File: src/lpm_pkg.sv
// What this block does
// - mode pin low at reset release: background
// - background command, halt instruction, breakpoint: background
// - background holds cpu suspended, no fetch
// - some commands need background; others allowed outside wait/stop
// - wait gates cpu clock, clears interrupt mask
// - interrupt during wait restores cpu, stacking
// - wait/stop: only background and status commands
// - background command in wait enters background
// - stop without enable forces illegal opcode reset
// - enabled stop halts internal clocks, debug clock too unless debug enable
// - deep stop needs select, enable, no detector
// - detector in stop forces retention, regulator on
// - deep stop latches pins until acknowledge
// - deep stop powers off all but ram
// - deep exit: reset, low irq pin, timer
// - deep wake behaves like power-on reset
// - wake flag set until acknowledge written
// - opened latches follow port or peripheral
// - retention keeps state; wake by source vector
// - debug enable keeps debug clock, retention only
// - background command in stop with debug enable
// - every stop halts peripheral clocks
package lpm_pkg;
	// ===========================================================
	// register map (byte addresses)
	localparam logic [7:0] LPM_CTRL_OFS = 8'h00;
	localparam logic [7:0] LPM_STAT_OFS = 8'h04;
	// control field positions
	localparam int LPM_STOP_ENABLE_BIT_BIT = 0;
	localparam int LPM_DEEP_POWERDOWN_SELECT_BIT = 1;
	localparam int LPM_DETECTOR_ENABLE_BIT = 2;
	localparam int LPM_DETECTOR_IN_STOP_ENABLE_BIT = 3;
	localparam int LPM_DEBUG_ENTRY_ENABLE_BIT = 4;
	localparam int LPM_ACK_BIT = 5;
	// status field positions
	localparam int LPM_FLAG_BIT = 3;
	localparam int LPM_LATCH_BIT = 4;
	// reset values
	localparam logic [4:0] LPM_CTRL_RST = 5'h00;
	localparam logic [1:0] LPM_RESP_OKAY = 2'h0;
	localparam logic [1:0] LPM_RESP_SLVERR = 2'h2;
	// debug command classes
	typedef enum logic [2:0] {
		LPM_CMD_MEM,
		LPM_CMD_MEMSTAT,
		LPM_CMD_DBGREG,
		LPM_CMD_BACKGROUND,
		LPM_CMD_CPUREG,
		LPM_CMD_TRACE,
		LPM_CMD_GO
	} lpm_cmd_t;
	// operating modes
	typedef enum logic [2:0] {
		LPM_RUN,
		LPM_BKGD,
		LPM_WAIT,
		LPM_STOP3,
		LPM_STOP2
	} lpm_mode_t;
endpackage

File: src/lpm_cmd_filter.sv
`timescale 1ns/1ps
`default_nettype none
// ===========================================================
// debug command admission by mode
module lpm_cmd_filter
	import lpm_pkg::*;
(
	// command in
	input wire lpm_pkg::lpm_cmd_t cmd,
	input wire lpm_pkg::lpm_mode_t mode,
	// verdict
	output logic accept,
	output logic stat_err
);
	always_comb
	begin
		accept = 1'b0;
		stat_err = 1'b0;
		unique case (mode)
			LPM_WAIT, LPM_STOP3, LPM_STOP2:
			begin
				// low power: only background and status commands
				accept = (cmd == LPM_CMD_BACKGROUND) || (cmd == LPM_CMD_MEMSTAT);
				stat_err = (cmd == LPM_CMD_MEMSTAT);
			end
			LPM_RUN:
				// non-intrusive set only
				accept = (cmd == LPM_CMD_MEM) || (cmd == LPM_CMD_MEMSTAT) ||
					(cmd == LPM_CMD_DBGREG) || (cmd == LPM_CMD_BACKGROUND);
			LPM_BKGD:
				// everything is available in background
				accept = 1'b1;
			default:
				accept = 1'b0;
		endcase
	end
endmodule
`default_nettype wire

File: src/lpm_ctrl.sv
`timescale 1ns/1ps
`default_nettype none
// ===========================================================
// low power mode controller
module lpm_ctrl
	import lpm_pkg::*;
#(
	parameter int PIN_W = 6 // number of latched i/o pins
)
(
	// clock and reset
	input wire logic clk,
	input wire logic resetn,
	// axi4-lite write
	input wire logic [7:0] s_awaddr,
	input wire logic s_awvalid,
	output logic s_awready,
	input wire logic [31:0] s_wdata,
	input wire logic [3:0] s_wstrb,
	input wire logic s_wvalid,
	output logic s_wready,
	output logic [1:0] s_bresp,
	output logic s_bvalid,
	input wire logic s_bready,
	// axi4-lite read
	input wire logic [7:0] s_araddr,
	input wire logic s_arvalid,
	output logic s_arready,
	output logic [31:0] s_rdata,
	output logic [1:0] s_rresp,
	output logic s_rvalid,
	input wire logic s_rready,
	// mode strap level, then cpu events, one-cycle pulses
	input wire logic debug_mode_select_pin,
	input wire logic halt_to_debug_instruction,
	input wire logic breakpoint_hit,
	input wire logic wait_instruction,
	input wire logic stop_instruction,
	input wire logic irq_request,
	// wake sources
	input wire logic irq_pin_n,
	input wire logic periodic_wakeup_timer,
	input wire logic other_wake_irq,
	// debug command strobe
	input wire logic cmd_valid,
	input wire lpm_pkg::lpm_cmd_t cmd,
	// pin path
	input wire logic [PIN_W-1:0] pin_live,
	// outputs
	output logic cpu_clk_en,
	output logic cpu_suspend,
	output logic clear_imask,
	output logic take_irq_vector,
	output logic illegal_op_reset,
	output logic por_reset,
	output logic periph_clk_en,
	output logic debug_clk_en,
	output logic regulator_full,
	output logic powerdown_domain_off,
	output logic cmd_accept,
	output logic cmd_stat_err,
	output lpm_pkg::lpm_mode_t cur_mode,
	output logic [PIN_W-1:0] pin_out
);
	// ===========================================================
	// state
	lpm_mode_t mode_r; // current mode
	logic [4:0] ctrl_r; // software control bits
	logic flag_r; // powerdown wake flag
	logic latch_r; // pin latches closed
	logic [PIN_W-1:0] held_r; // latched pin levels
	logic strap_pend_r; // sample mode pin after reset release
	logic accept_w;
	logic err_w;
	logic ack_w; // acknowledge written this cycle
	logic stop_enable_bit;
	logic deep_powerdown_select;
	logic lvd_stop;
	logic debug_entry_enable;
	logic bgcmd; // accepted background command
	logic deep_wake; // deep stop exit by low irq pin or timer
	logic aw_hold_r; // write address taken
	logic w_hold_r; // write data taken
	logic [7:0] awaddr_r;
	logic [31:0] wdata_r;
	logic [3:0] wstrb_r;
	assign stop_enable_bit = ctrl_r[LPM_STOP_ENABLE_BIT_BIT];
	assign deep_powerdown_select = ctrl_r[LPM_DEEP_POWERDOWN_SELECT_BIT];
	assign lvd_stop = ctrl_r[LPM_DETECTOR_ENABLE_BIT] & ctrl_r[LPM_DETECTOR_IN_STOP_ENABLE_BIT];
	assign debug_entry_enable = ctrl_r[LPM_DEBUG_ENTRY_ENABLE_BIT];
	assign bgcmd = cmd_valid && accept_w && (cmd == LPM_CMD_BACKGROUND);
	// reset pin is resetn itself; irq pin active low in deep stop
	assign deep_wake = !irq_pin_n || periodic_wakeup_timer;
	// ===========================================================
	// command admission
	lpm_cmd_filter u_filter (
		.cmd(cmd),
		.mode(mode_r),
		.accept(accept_w),
		.stat_err(err_w)
	);
	// ===========================================================
	// mode sequencer
	always_ff @(posedge clk or negedge resetn)
	begin
		if (!resetn)
		begin
			mode_r <= LPM_RUN;
			strap_pend_r <= 1'b1;
		end
		else
		begin
			strap_pend_r <= 1'b0;
			unique case (mode_r)
				LPM_RUN:
				begin
					// strap caught at first edge after release
					if (strap_pend_r && !debug_mode_select_pin)
						mode_r <= LPM_BKGD;
					else if (bgcmd || halt_to_debug_instruction || breakpoint_hit)
						mode_r <= LPM_BKGD;
					else if (wait_instruction)
						mode_r <= LPM_WAIT;
					else if (stop_instruction && stop_enable_bit)
					begin
						// deep only with select, enable, no detector, no debug
						if (deep_powerdown_select && !lvd_stop && !debug_entry_enable)
							mode_r <= LPM_STOP2;
						else
							mode_r <= LPM_STOP3;
					end
				end
				LPM_BKGD:
				begin
					// leave only on go
					if (cmd_valid && cmd == LPM_CMD_GO)
						mode_r <= LPM_RUN;
				end
				LPM_WAIT:
				begin
					if (bgcmd)
						mode_r <= LPM_BKGD;
					else if (irq_request)
						mode_r <= LPM_RUN;
				end
				LPM_STOP3:
				begin
					if (bgcmd && debug_entry_enable)
						mode_r <= LPM_BKGD;
					else if (irq_request || other_wake_irq || periodic_wakeup_timer || !irq_pin_n)
						mode_r <= LPM_RUN;
				end
				LPM_STOP2:
				begin
					// wake like power on, always to run
					if (deep_wake)
						mode_r <= LPM_RUN;
				end
				default:
					mode_r <= LPM_RUN;
			endcase
		end
	end
	// ===========================================================
	// derived controls, registered so outputs come from flops
	always_ff @(posedge clk or negedge resetn)
	begin
		if (!resetn)
		begin
			cpu_clk_en <= 1'b1;
			cpu_suspend <= 1'b0;
			periph_clk_en <= 1'b1;
			debug_clk_en <= 1'b1;
			regulator_full <= 1'b1;
			powerdown_domain_off <= 1'b0;
			cur_mode <= LPM_RUN;
		end
		else
		begin
			// cpu clock off in wait and stop
			cpu_clk_en <= (mode_r == LPM_RUN) || (mode_r == LPM_BKGD);
			cpu_suspend <= (mode_r == LPM_BKGD);
			// peripherals halted in every stop
			periph_clk_en <= (mode_r != LPM_STOP2) && (mode_r != LPM_STOP3);
			// debug logic keeps its clock in stop only with enable
			debug_clk_en <= !((mode_r == LPM_STOP2) || (mode_r == LPM_STOP3 && !debug_entry_enable));
			// regulator standby only when nothing needs it
			regulator_full <= !((mode_r == LPM_STOP2) || (mode_r == LPM_STOP3 && !debug_entry_enable && !lvd_stop));
			powerdown_domain_off <= (mode_r == LPM_STOP2);
			cur_mode <= mode_r;
		end
	end
	// ===========================================================
	// event pulses to the core
	always_ff @(posedge clk or negedge resetn)
	begin
		if (!resetn)
		begin
			clear_imask <= 1'b0;
			take_irq_vector <= 1'b0;
			illegal_op_reset <= 1'b0;
			por_reset <= 1'b0;
		end
		else
		begin
			// mask cleared on wait entry
			clear_imask <= (mode_r == LPM_RUN) && wait_instruction && !bgcmd &&
				!halt_to_debug_instruction && !breakpoint_hit && !strap_pend_r;
			// interrupt wake takes its vector, stacking first
			take_irq_vector <= ((mode_r == LPM_WAIT) && irq_request && !bgcmd) ||
				((mode_r == LPM_STOP3) && !(bgcmd && debug_entry_enable) &&
				(irq_request || other_wake_irq || periodic_wakeup_timer || !irq_pin_n));
			// stop with enable clear
			illegal_op_reset <= (mode_r == LPM_RUN) && stop_instruction && !stop_enable_bit &&
				!wait_instruction && !bgcmd && !halt_to_debug_instruction && !breakpoint_hit && !strap_pend_r;
			// deep wake resets everything but pin latches and wake flag
			por_reset <= (mode_r == LPM_STOP2) && deep_wake;
		end
	end
	// ===========================================================
	// debug command verdict
	always_ff @(posedge clk or negedge resetn)
	begin
		if (!resetn)
		begin
			cmd_accept <= 1'b0;
			cmd_stat_err <= 1'b0;
		end
		else
		begin
			cmd_accept <= cmd_valid && accept_w;
			cmd_stat_err <= cmd_valid && err_w;
		end
	end
	// ===========================================================
	// pin latches and wake flag
	assign ack_w = aw_hold_r && w_hold_r && !s_bvalid && awaddr_r == LPM_CTRL_OFS &&
		wstrb_r[0] && wdata_r[LPM_ACK_BIT];
	always_ff @(posedge clk or negedge resetn)
	begin
		if (!resetn)
		begin
			latch_r <= 1'b0;
			flag_r <= 1'b0;
			held_r <= '0;
		end
		else
		begin
			// capture pins on deep stop entry
			if (mode_r == LPM_RUN && stop_instruction && stop_enable_bit && deep_powerdown_select && !lvd_stop && !debug_entry_enable &&
				!wait_instruction && !bgcmd && !halt_to_debug_instruction && !breakpoint_hit &&
				!strap_pend_r)
			begin
				latch_r <= 1'b1;
				held_r <= pin_live;
			end
			else if (ack_w)
				latch_r <= 1'b0;
			// set wins over acknowledge
			if (mode_r == LPM_STOP2 && deep_wake)
				flag_r <= 1'b1;
			else if (ack_w)
				flag_r <= 1'b0;
		end
	end
	// opened latches pass port or peripheral value
	always_ff @(posedge clk or negedge resetn)
	begin
		if (!resetn)
			pin_out <= '0;
		else
			pin_out <= latch_r ? held_r : pin_live;
	end
	// ===========================================================
	// axi4-lite write path
	always_ff @(posedge clk or negedge resetn)
	begin
		if (!resetn)
		begin
			aw_hold_r <= 1'b0;
			w_hold_r <= 1'b0;
			awaddr_r <= 8'h00;
			wdata_r <= 32'h0000_0000;
			wstrb_r <= 4'h0;
			s_bvalid <= 1'b0;
			s_bresp <= LPM_RESP_OKAY;
			ctrl_r <= LPM_CTRL_RST;
		end
		else
		begin
			if (s_awvalid && s_awready)
			begin
				aw_hold_r <= 1'b1;
				awaddr_r <= s_awaddr;
			end
			if (s_wvalid && s_wready)
			begin
				w_hold_r <= 1'b1;
				wdata_r <= s_wdata;
				wstrb_r <= s_wstrb;
			end
			if (aw_hold_r && w_hold_r && !s_bvalid)
			begin
				s_bvalid <= 1'b1;
				aw_hold_r <= 1'b0;
				w_hold_r <= 1'b0;
				if (awaddr_r == LPM_CTRL_OFS)
				begin
					s_bresp <= LPM_RESP_OKAY;
					if (wstrb_r[0])
						ctrl_r <= wdata_r[4:0];
				end
				else if (awaddr_r == LPM_STAT_OFS)
					s_bresp <= LPM_RESP_OKAY; // status ignores writes
				else
					s_bresp <= LPM_RESP_SLVERR;
			end
			else if (s_bvalid && s_bready)
				s_bvalid <= 1'b0;
		end
	end
	assign s_awready = !aw_hold_r && !s_bvalid;
	assign s_wready = !w_hold_r && !s_bvalid;
	// ===========================================================
	// axi4-lite read path
	always_ff @(posedge clk or negedge resetn)
	begin
		if (!resetn)
		begin
			s_rvalid <= 1'b0;
			s_rdata <= 32'h0000_0000;
			s_rresp <= LPM_RESP_OKAY;
		end
		else if (s_arvalid && s_arready)
		begin
			s_rvalid <= 1'b1;
			s_rresp <= LPM_RESP_OKAY;
			if (s_araddr == LPM_CTRL_OFS)
				s_rdata <= {27'h0000000, ctrl_r};
			else if (s_araddr == LPM_STAT_OFS)
				s_rdata <= {27'h0000000, latch_r, flag_r, mode_r};
			else
			begin
				s_rdata <= 32'h0000_0000;
				s_rresp <= LPM_RESP_SLVERR;
			end
		end
		else if (s_rvalid && s_rready)
			s_rvalid <= 1'b0;
	end
	assign s_arready = !s_rvalid;
	// ===========================================================
	// checks
	property p_wait_gate;
		@(posedge clk) disable iff (!resetn)
		(mode_r == LPM_WAIT) |=> !cpu_clk_en;
	endproperty
	a_wait_gate: assert property (p_wait_gate) else $error("cpu clock running in wait");
	property p_no_stop;
		@(posedge clk) disable iff (!resetn)
		(mode_r == LPM_RUN && stop_instruction && !stop_enable_bit) |=> (mode_r != LPM_STOP2 && mode_r != LPM_STOP3);
	endproperty
	a_no_stop: assert property (p_no_stop) else $error("stop entered with enable clear");
	property p_deep_sel;
		@(posedge clk) disable iff (!resetn)
		(mode_r == LPM_STOP2) |-> (deep_powerdown_select && !lvd_stop && !debug_entry_enable);
	endproperty
	a_deep_sel: assert property (p_deep_sel) else $error("deep stop selected wrongly");
	property p_periph;
		@(posedge clk) disable iff (!resetn)
		(mode_r == LPM_STOP3 || mode_r == LPM_STOP2) |=> !periph_clk_en;
	endproperty
	a_periph: assert property (p_periph) else $error("peripheral clock on in stop");
	property p_flag;
		@(posedge clk) disable iff (!resetn)
		(mode_r == LPM_STOP2 && deep_wake) |=> flag_r;
	endproperty
	a_flag: assert property (p_flag) else $error("wake flag not set");
	property p_latch_hold;
		@(posedge clk) disable iff (!resetn)
		(latch_r && !ack_w) |=> (latch_r && $stable(held_r));
	endproperty
	a_latch_hold: assert property (p_latch_hold) else $error("pin latch lost");
	property p_filter;
		@(posedge clk) disable iff (!resetn)
		(cmd_valid && mode_r == LPM_WAIT && cmd == LPM_CMD_MEM) |=> !cmd_accept;
	endproperty
	a_filter: assert property (p_filter) else $error("memory command accepted in wait");
	property p_bg_wait;
		@(posedge clk) disable iff (!resetn)
		(mode_r == LPM_WAIT && bgcmd) |=> (mode_r == LPM_BKGD) ##1 cpu_suspend;
	endproperty
	a_bg_wait: assert property (p_bg_wait) else $error("background from wait failed");
endmodule
`default_nettype wire

File: config.mk
export PLATFORM = sky130hd
export DESIGN_NAME = lpm_ctrl
export DESIGN_NICKNAME = d
export VERILOG_FILES = /design/src/lpm_pkg.sv /design/src/lpm_cmd_filter.sv /design/src/lpm_ctrl.sv
export SDC_FILE = /design/constraint.sdc
export NUM_CORES = 1
export LEC_CHECK = 0
export BUFFER_PORTS_ARGS = -buffer_cell sky130_fd_sc_hd__buf_2
export CORE_ASPECT_RATIO = 0.7
export CORE_MARGIN = 4
export CORE_UTILIZATION = 35
export CTS_BUF_LIST = sky130_fd_sc_hd__clkbuf_8
export CTS_CLUSTER_SIZE = 10
export DETAILED_ROUTE_END_ITERATION = 7
export PLACE_DENSITY_LB_ADDON = 0.2
export SETUP_SLACK_MARGIN = 0.4
export SKIP_CTS_REPAIR_TIMING = 1
export SLEW_MARGIN = 10
export SYNTH_ARGS = -nofsm -noshare
export SYNTH_HDL_FRONTEND = slang
export SYNTH_HIERARCHICAL = 1
export SYNTH_SLANG_ARGS = --single-unit
File: constraint.sdc
create_clock -name clk -period 2.3 [get_ports clk]
set_input_delay 0.115 -clock clk [delete_from_list [all_inputs] [get_ports clk]]
set_output_delay 0.115 -clock clk [all_outputs]
set_load 0.02 [all_outputs]
* Yosys cells after proc, flatten, opt, wreduce, memory -nomap -nowiden
Cells that the tools add are included.
Word-level totals: register bits 93, input bits 78, output and inout bits 62, logic and storage cells 174
Cells by class: equality and inequality tests 17, mux-type cells 32, bitwise logic cells 1, reductions and logical operators 94
Operators by type and width (count):
- $logic_and A1 B1 Y1 | 50
- $mux W3 | 11
- $logic_not A1 Y1 | 17
- $eq A8 B3 Y1 const B | 2
- $logic_not A8 Y1 | 2
- $pmux W3 S5 | 1
- $logic_or A1 B1 Y1 | 14
- $eq A3 B2 Y1 const B | 4
- $mux W1 | 12
- $reduce_bool A2 Y1 | 6
- $mux W5 | 2
- $ne A3 B3 Y1 const B | 3
- $mux W2 | 4
- $eq A3 B1 Y1 const B | 2
- $eq A3 B3 Y1 const B | 2
- $logic_not A3 Y1 | 2
- $mux W6 | 1
- $ne A5 B5 Y1 const B | 1
- $reduce_and A5 Y1 | 1
- $ne A2 B2 Y1 const B | 2
- $ne A3 B2 Y1 const B | 1
- $pmux W1 S3 | 1
- $reduce_and A3 Y1 | 1
- $reduce_or A3 Y1 | 1
- $and A1 B1 Y1 | 1

* Depth between registers and ports, before layout
depth after elaboration 13, gate-level depth with buffers 8, mapped depth without buffers 8

* By module
The synthesis kept the hierarchy.
Modules (own cells, without submodules):
- lpm_ctrl | times used 1, cells an instance 235, area each 2839.0 µm², seq. area each 1607.8 µm²
- lpm_cmd_filter | times used 1, cells an instance 7, area each 57.6 µm², seq. area each 0.0 µm²

* Worst setup path after synthesis
OpenSTA, ideal clock, no wires.
kind flip-flop to flip-flop, from register mode_r[2], to register held_r[0], library setup time 125 ps, arrival 1895 ps, required time 2175 ps, path slack 280 ps, cell stages (with the launch flop) 8, buffers on the path 1, period minus slack after synthesis 2020 ps, cells stage by stage dfrtp_1 -> or3b_1 -> o21ai_0 -> nand2_1 -> o2111a_1 -> and4_1 -> clkbuf_1 -> mux2_2
On the way: elaborated cells between the ends (all ways) 20, those cells by class 4 x eq/ne; 1 x mux; 15 x reduce/logical
RTL lines:
- from (decl) | line lpm_ctrl.sv:67 | lpm_mode_t mode_r;
- from (signal assigned) | line lpm_ctrl.sv:108 | mode_r <= LPM_RUN;
- from (signal assigned) | line lpm_ctrl.sv:119 | mode_r <= LPM_BKGD;
- from (signal assigned) | line lpm_ctrl.sv:121 | mode_r <= LPM_BKGD;
- $eq A3 B2 Y1 or $eq A3 B3 Y1 (tied branches) | line lpm_cmd_filter.sv:19 | unique case (mode)
- $reduce_or A3 Y1 | line lpm_cmd_filter.sv:19
- $pmux W1 S3 * | line lpm_cmd_filter.sv:19
- named net accept_w | line lpm_ctrl.sv:73 | logic accept_w;
- $logic_and A1 B1 Y1 * (2 in a row) | line lpm_ctrl.sv:91 | assign bgcmd = cmd_valid && accept_w && (cmd == LPM_CMD_BACKGROUND);
- $logic_not A1 Y1 * | line lpm_ctrl.sv:251 | !wait_instruction && !bgcmd && !halt_to_debug_instruction && !breakpoint_hit &&
- $logic_and A1 B1 Y1 * (4 in a row) | line lpm_ctrl.sv:251
- to (signal assigned) | line lpm_ctrl.sv:255 | held_r <= pin_live;
- to (decl) | line lpm_ctrl.sv:71 | logic [PIN_W-1:0] held_r;
Mark *: on every way through the listed nets, which the timed path passes. The rest lies on a longest branch. A chain may end at the register's enable or synchronous reset.

* Worst setup path in the final report
from register mode_r[1], to register held_r[1]
Same word-level chain as after synthesis.

==> metrics.txt <==
maxcap violations 0; CP delay by family, top simple AND/OR/NAND/NOR gates; Arr. time, crit path approximately 2.1 ns; Worst path max stage delay about 0.41 ns; Buffers on Ports a little over 80; final net count 423; Slowest cell on crit path dfrtp_1; final setup fails 0; Tot GR Track Use roughly an eighth; P_leak roughly 0.0019 uW; multiplexer area fraction after synthesis between 10% and 20%; Ys Warns 6; GRT overflow 0; WS Path Type flop to flop; CTS max path bufs 2; die width ~120 um; num ports 140; largest family of logic cells by synthesized area multiplexers; critical path required time 2.53 ns; drt initial violations 48; min-delay src s_wdata[5]; CP Buf/Inv Count 0; Compound-Gate Fraction of Synth Area under 10%; period utilisation layout slightly above 80%; global-route wire length before repair between 9 and 10 mm; Initial Util between 30% and 40%; Startpoint Class flop; post-synth cell types 46; Tmin final about 1.9 ns; xor-xnor portion of the synthesized cell area 0%; RR Startpoint mode_r[1]; HP Class primary input to flop; Synth Area per Inst ~12 um2; Hold Violations, Final 1; via count ~2,000; wire per inst roughly 14 um; remaining antenna violation count 0; post-synthesis sequential area ratio between 50% and 60%; Seq cells post-synth 64; clock root cell clkbuf_8; Power Density about 900 nW/um2; H-tree lvl count 3; Critical Path Source mode_r[1]; CTS tree built; drc violations 0; initial antenna violation count 0; Fin Setup TNS 0 ns; ys flop type dfrtp_1; Synth async-reset ratio 100%; Peak VDD IR 464 uV; layout cells sized above 1 between 40% and 50%; Fmax around 0.53 GHz; pins over their slew limit 0; worst-path fanout max 7; Crit. End Element flop; gp weighted congestion 0.745; Min Hold Slack -0.00124 ns; first-pass detailed-route iteration total 4; vias in the first global route ~2,000; status finished with violations; largest net degree at the start of global routing between 60 and 70; post-detail-place hpwl roughly 4.6 mm; n_diodes 0; Routed WL 6.29 mm; cells along the critical path nor2b_1 -> a2bb2oi_1 -> o21ai_1 -> nand2_1 -> o2111a_1 -> and4_4 -> mux2_2; die area about 9800 um2; Mapped Area about 2900 um2; die height approximately 84 um; Row Count 27; final setup skew approximately 0.012 ns; Syn Inst Count approximately 240; Adder-Cell Fraction of Synth Area 0%; post-synthesis simple-gate area fraction 12.6%; failing checks hold timing; area grow syn2layout 27.0%; CTS clock-pin slew for the worst setup and hold paths around 0.07 ns; clk_lat worst skew roughly 0.34 ns; total CTS buffers 9; RSZ-0062 raised after global routing true; Post-synth EDFFs 0; post-DR vias/cell roughly 4.5; Clock Sinks 64; core region area between 7000 and 8000 um2
logic make-up (layout without fill, tap and decap cells):
family / count (synthesis) / in the layout
flops: 64 / 64
compound gates: 31 / 31
mux: 38 / 38
simple gates: 64 / 64
other cells: 1 / 30
buf+inv: 44 / 123
cells in the mapped netlist (all sizes together) (2+ instances only):
cell	number	area, um2
dfrtp	59	1480
mux2	31	368
buf	30	229
nand2	17	63.8
o21ai	14	70.1
nor2	11	41.3
clkbuf	7	26.3
inv	7	26.3
mux2i	7	70.1
dfstp	5	131
nor2b	5	31.3
nor3	5	25.0
and2	3	18.8
nand2b	3	18.8
a21oi	2	10.0
a221oi	2	17.5
a31oi	2	12.5
and3	2	12.5
nand3	2	10.0
nand3b	2	15.0
nor4	2	12.5
o21a	2	15.0
or4	2	22.5
final cells by class:
cell class              instances  area [um2]
flip-flops and latches         64        1610
inverters                       7        26.3
clock inverters                 6        53.8
repair buffers                100         581
multi-input cells             163        1140
clock buffers                  10         138
fillers                       773        4290
well taps                     101         126
report_power, final:
| part | internal, uW | total, uW | switching (uW) |
|---|---|---|---|
| Clock | 516 | 936 | 420 |
| Combinational | 407 | 854 | 447 |
| Sequential | 1360 | 1510 | 144 |
state kept, by name, indices dropped and copies added (netlist names), 3 cells and up:
| signal | cells |
|---|---|
| awaddr_r | 8 |
| held_r | 6 |
| pin_out | 6 |
| wdata_r | 6 |
| ctrl_r | 5 |
| s_rdata | 5 |
| cur_mode | 3 |
| mode_r | 3 |
cells in the final DEF, fill, tap and decap left out, types with 2 or more instances in the layout:
cell type      Yosys  routed
a21oi_1            2       2
a31oi_1            2       2
and2_1             3       3
and3_1             2       2
buf_2              0      81
buf_4             29      10
clkbuf_8           0      10
conb_1             1      30
dfrtp_1           59      57
dfrtp_2            0       2
dfstp_2            5       5
dlygate4sd3_1      0       8
inv_1              7      10
mux2_2            26      25
mux2_4             5       6
mux2i_1            7       7
nand2_1           17      17
nand2b_1           3       3
nand3_1            2       2
nand3b_1           2       2
nor2_1            11      10
nor2b_1            5       5
nor3_1             5       5
nor4_1             2       2
o21a_1             2       2
o21ai_0           11      10
o21ai_1            3       4
or4_4              2       2
routing by layer:
metal / wire length, um / vias to the layer above / global-route usage, % / share of wire, %
met2: 2790 / 82 / 19.1 / 44
met1: 2840 / 949 / 16.2 / 45
met5: 0 / - / 0 / 0
met3: 601 / 6 / 5.36 / 9.6
met4: 56 / 0 / 4.48 / 0.89
li1: - / 995 / - / -
path summary, 6_finish.rpt:
path / to / slack [ns] / cells after the start
max: held_r[1] / 0.41 / 7
max in group asynchronous: strap_pend_r / 1.67 / 3
min reg2reg: s_rdata[2] / 0.47 / 2
min: wdata_r[5] / -0.001 / 3
max reg2reg: held_r[1] / 0.41 / 7
min in group asynchronous: mode_r[1] / 0.31 / 3
per-stage QoR:
step | cells | cell area, um2 | util, % | total power, uW | setup slack (ns)
2_1_floorplan | 271 | 3020 | - | 2100 | 0.384
3_3_place_gp | 421 | 3330 | 41.8 | 2320 | 0.278
3_5_place_dp | 421 | 3330 | 41.8 | 2340 | 0.298
4_1_cts | 437 | 3520 | 44.2 | 3310 | 0.255
5_1_grt | 451 | 3680 | 46.1 | 3520 | 0.303
6_report | 451 | 3680 | 46.1 | 3300 | 0.412
tightest hold or removal path, delay by kind of cell:
family                 cells  cell delay, ns
AOI/OAI and AO/OA          1            0.06
buffers and inverters      1            0.09
and+or+nand+nor            1            0.04
Note: power is estimated with default switching activity, not from simulation.
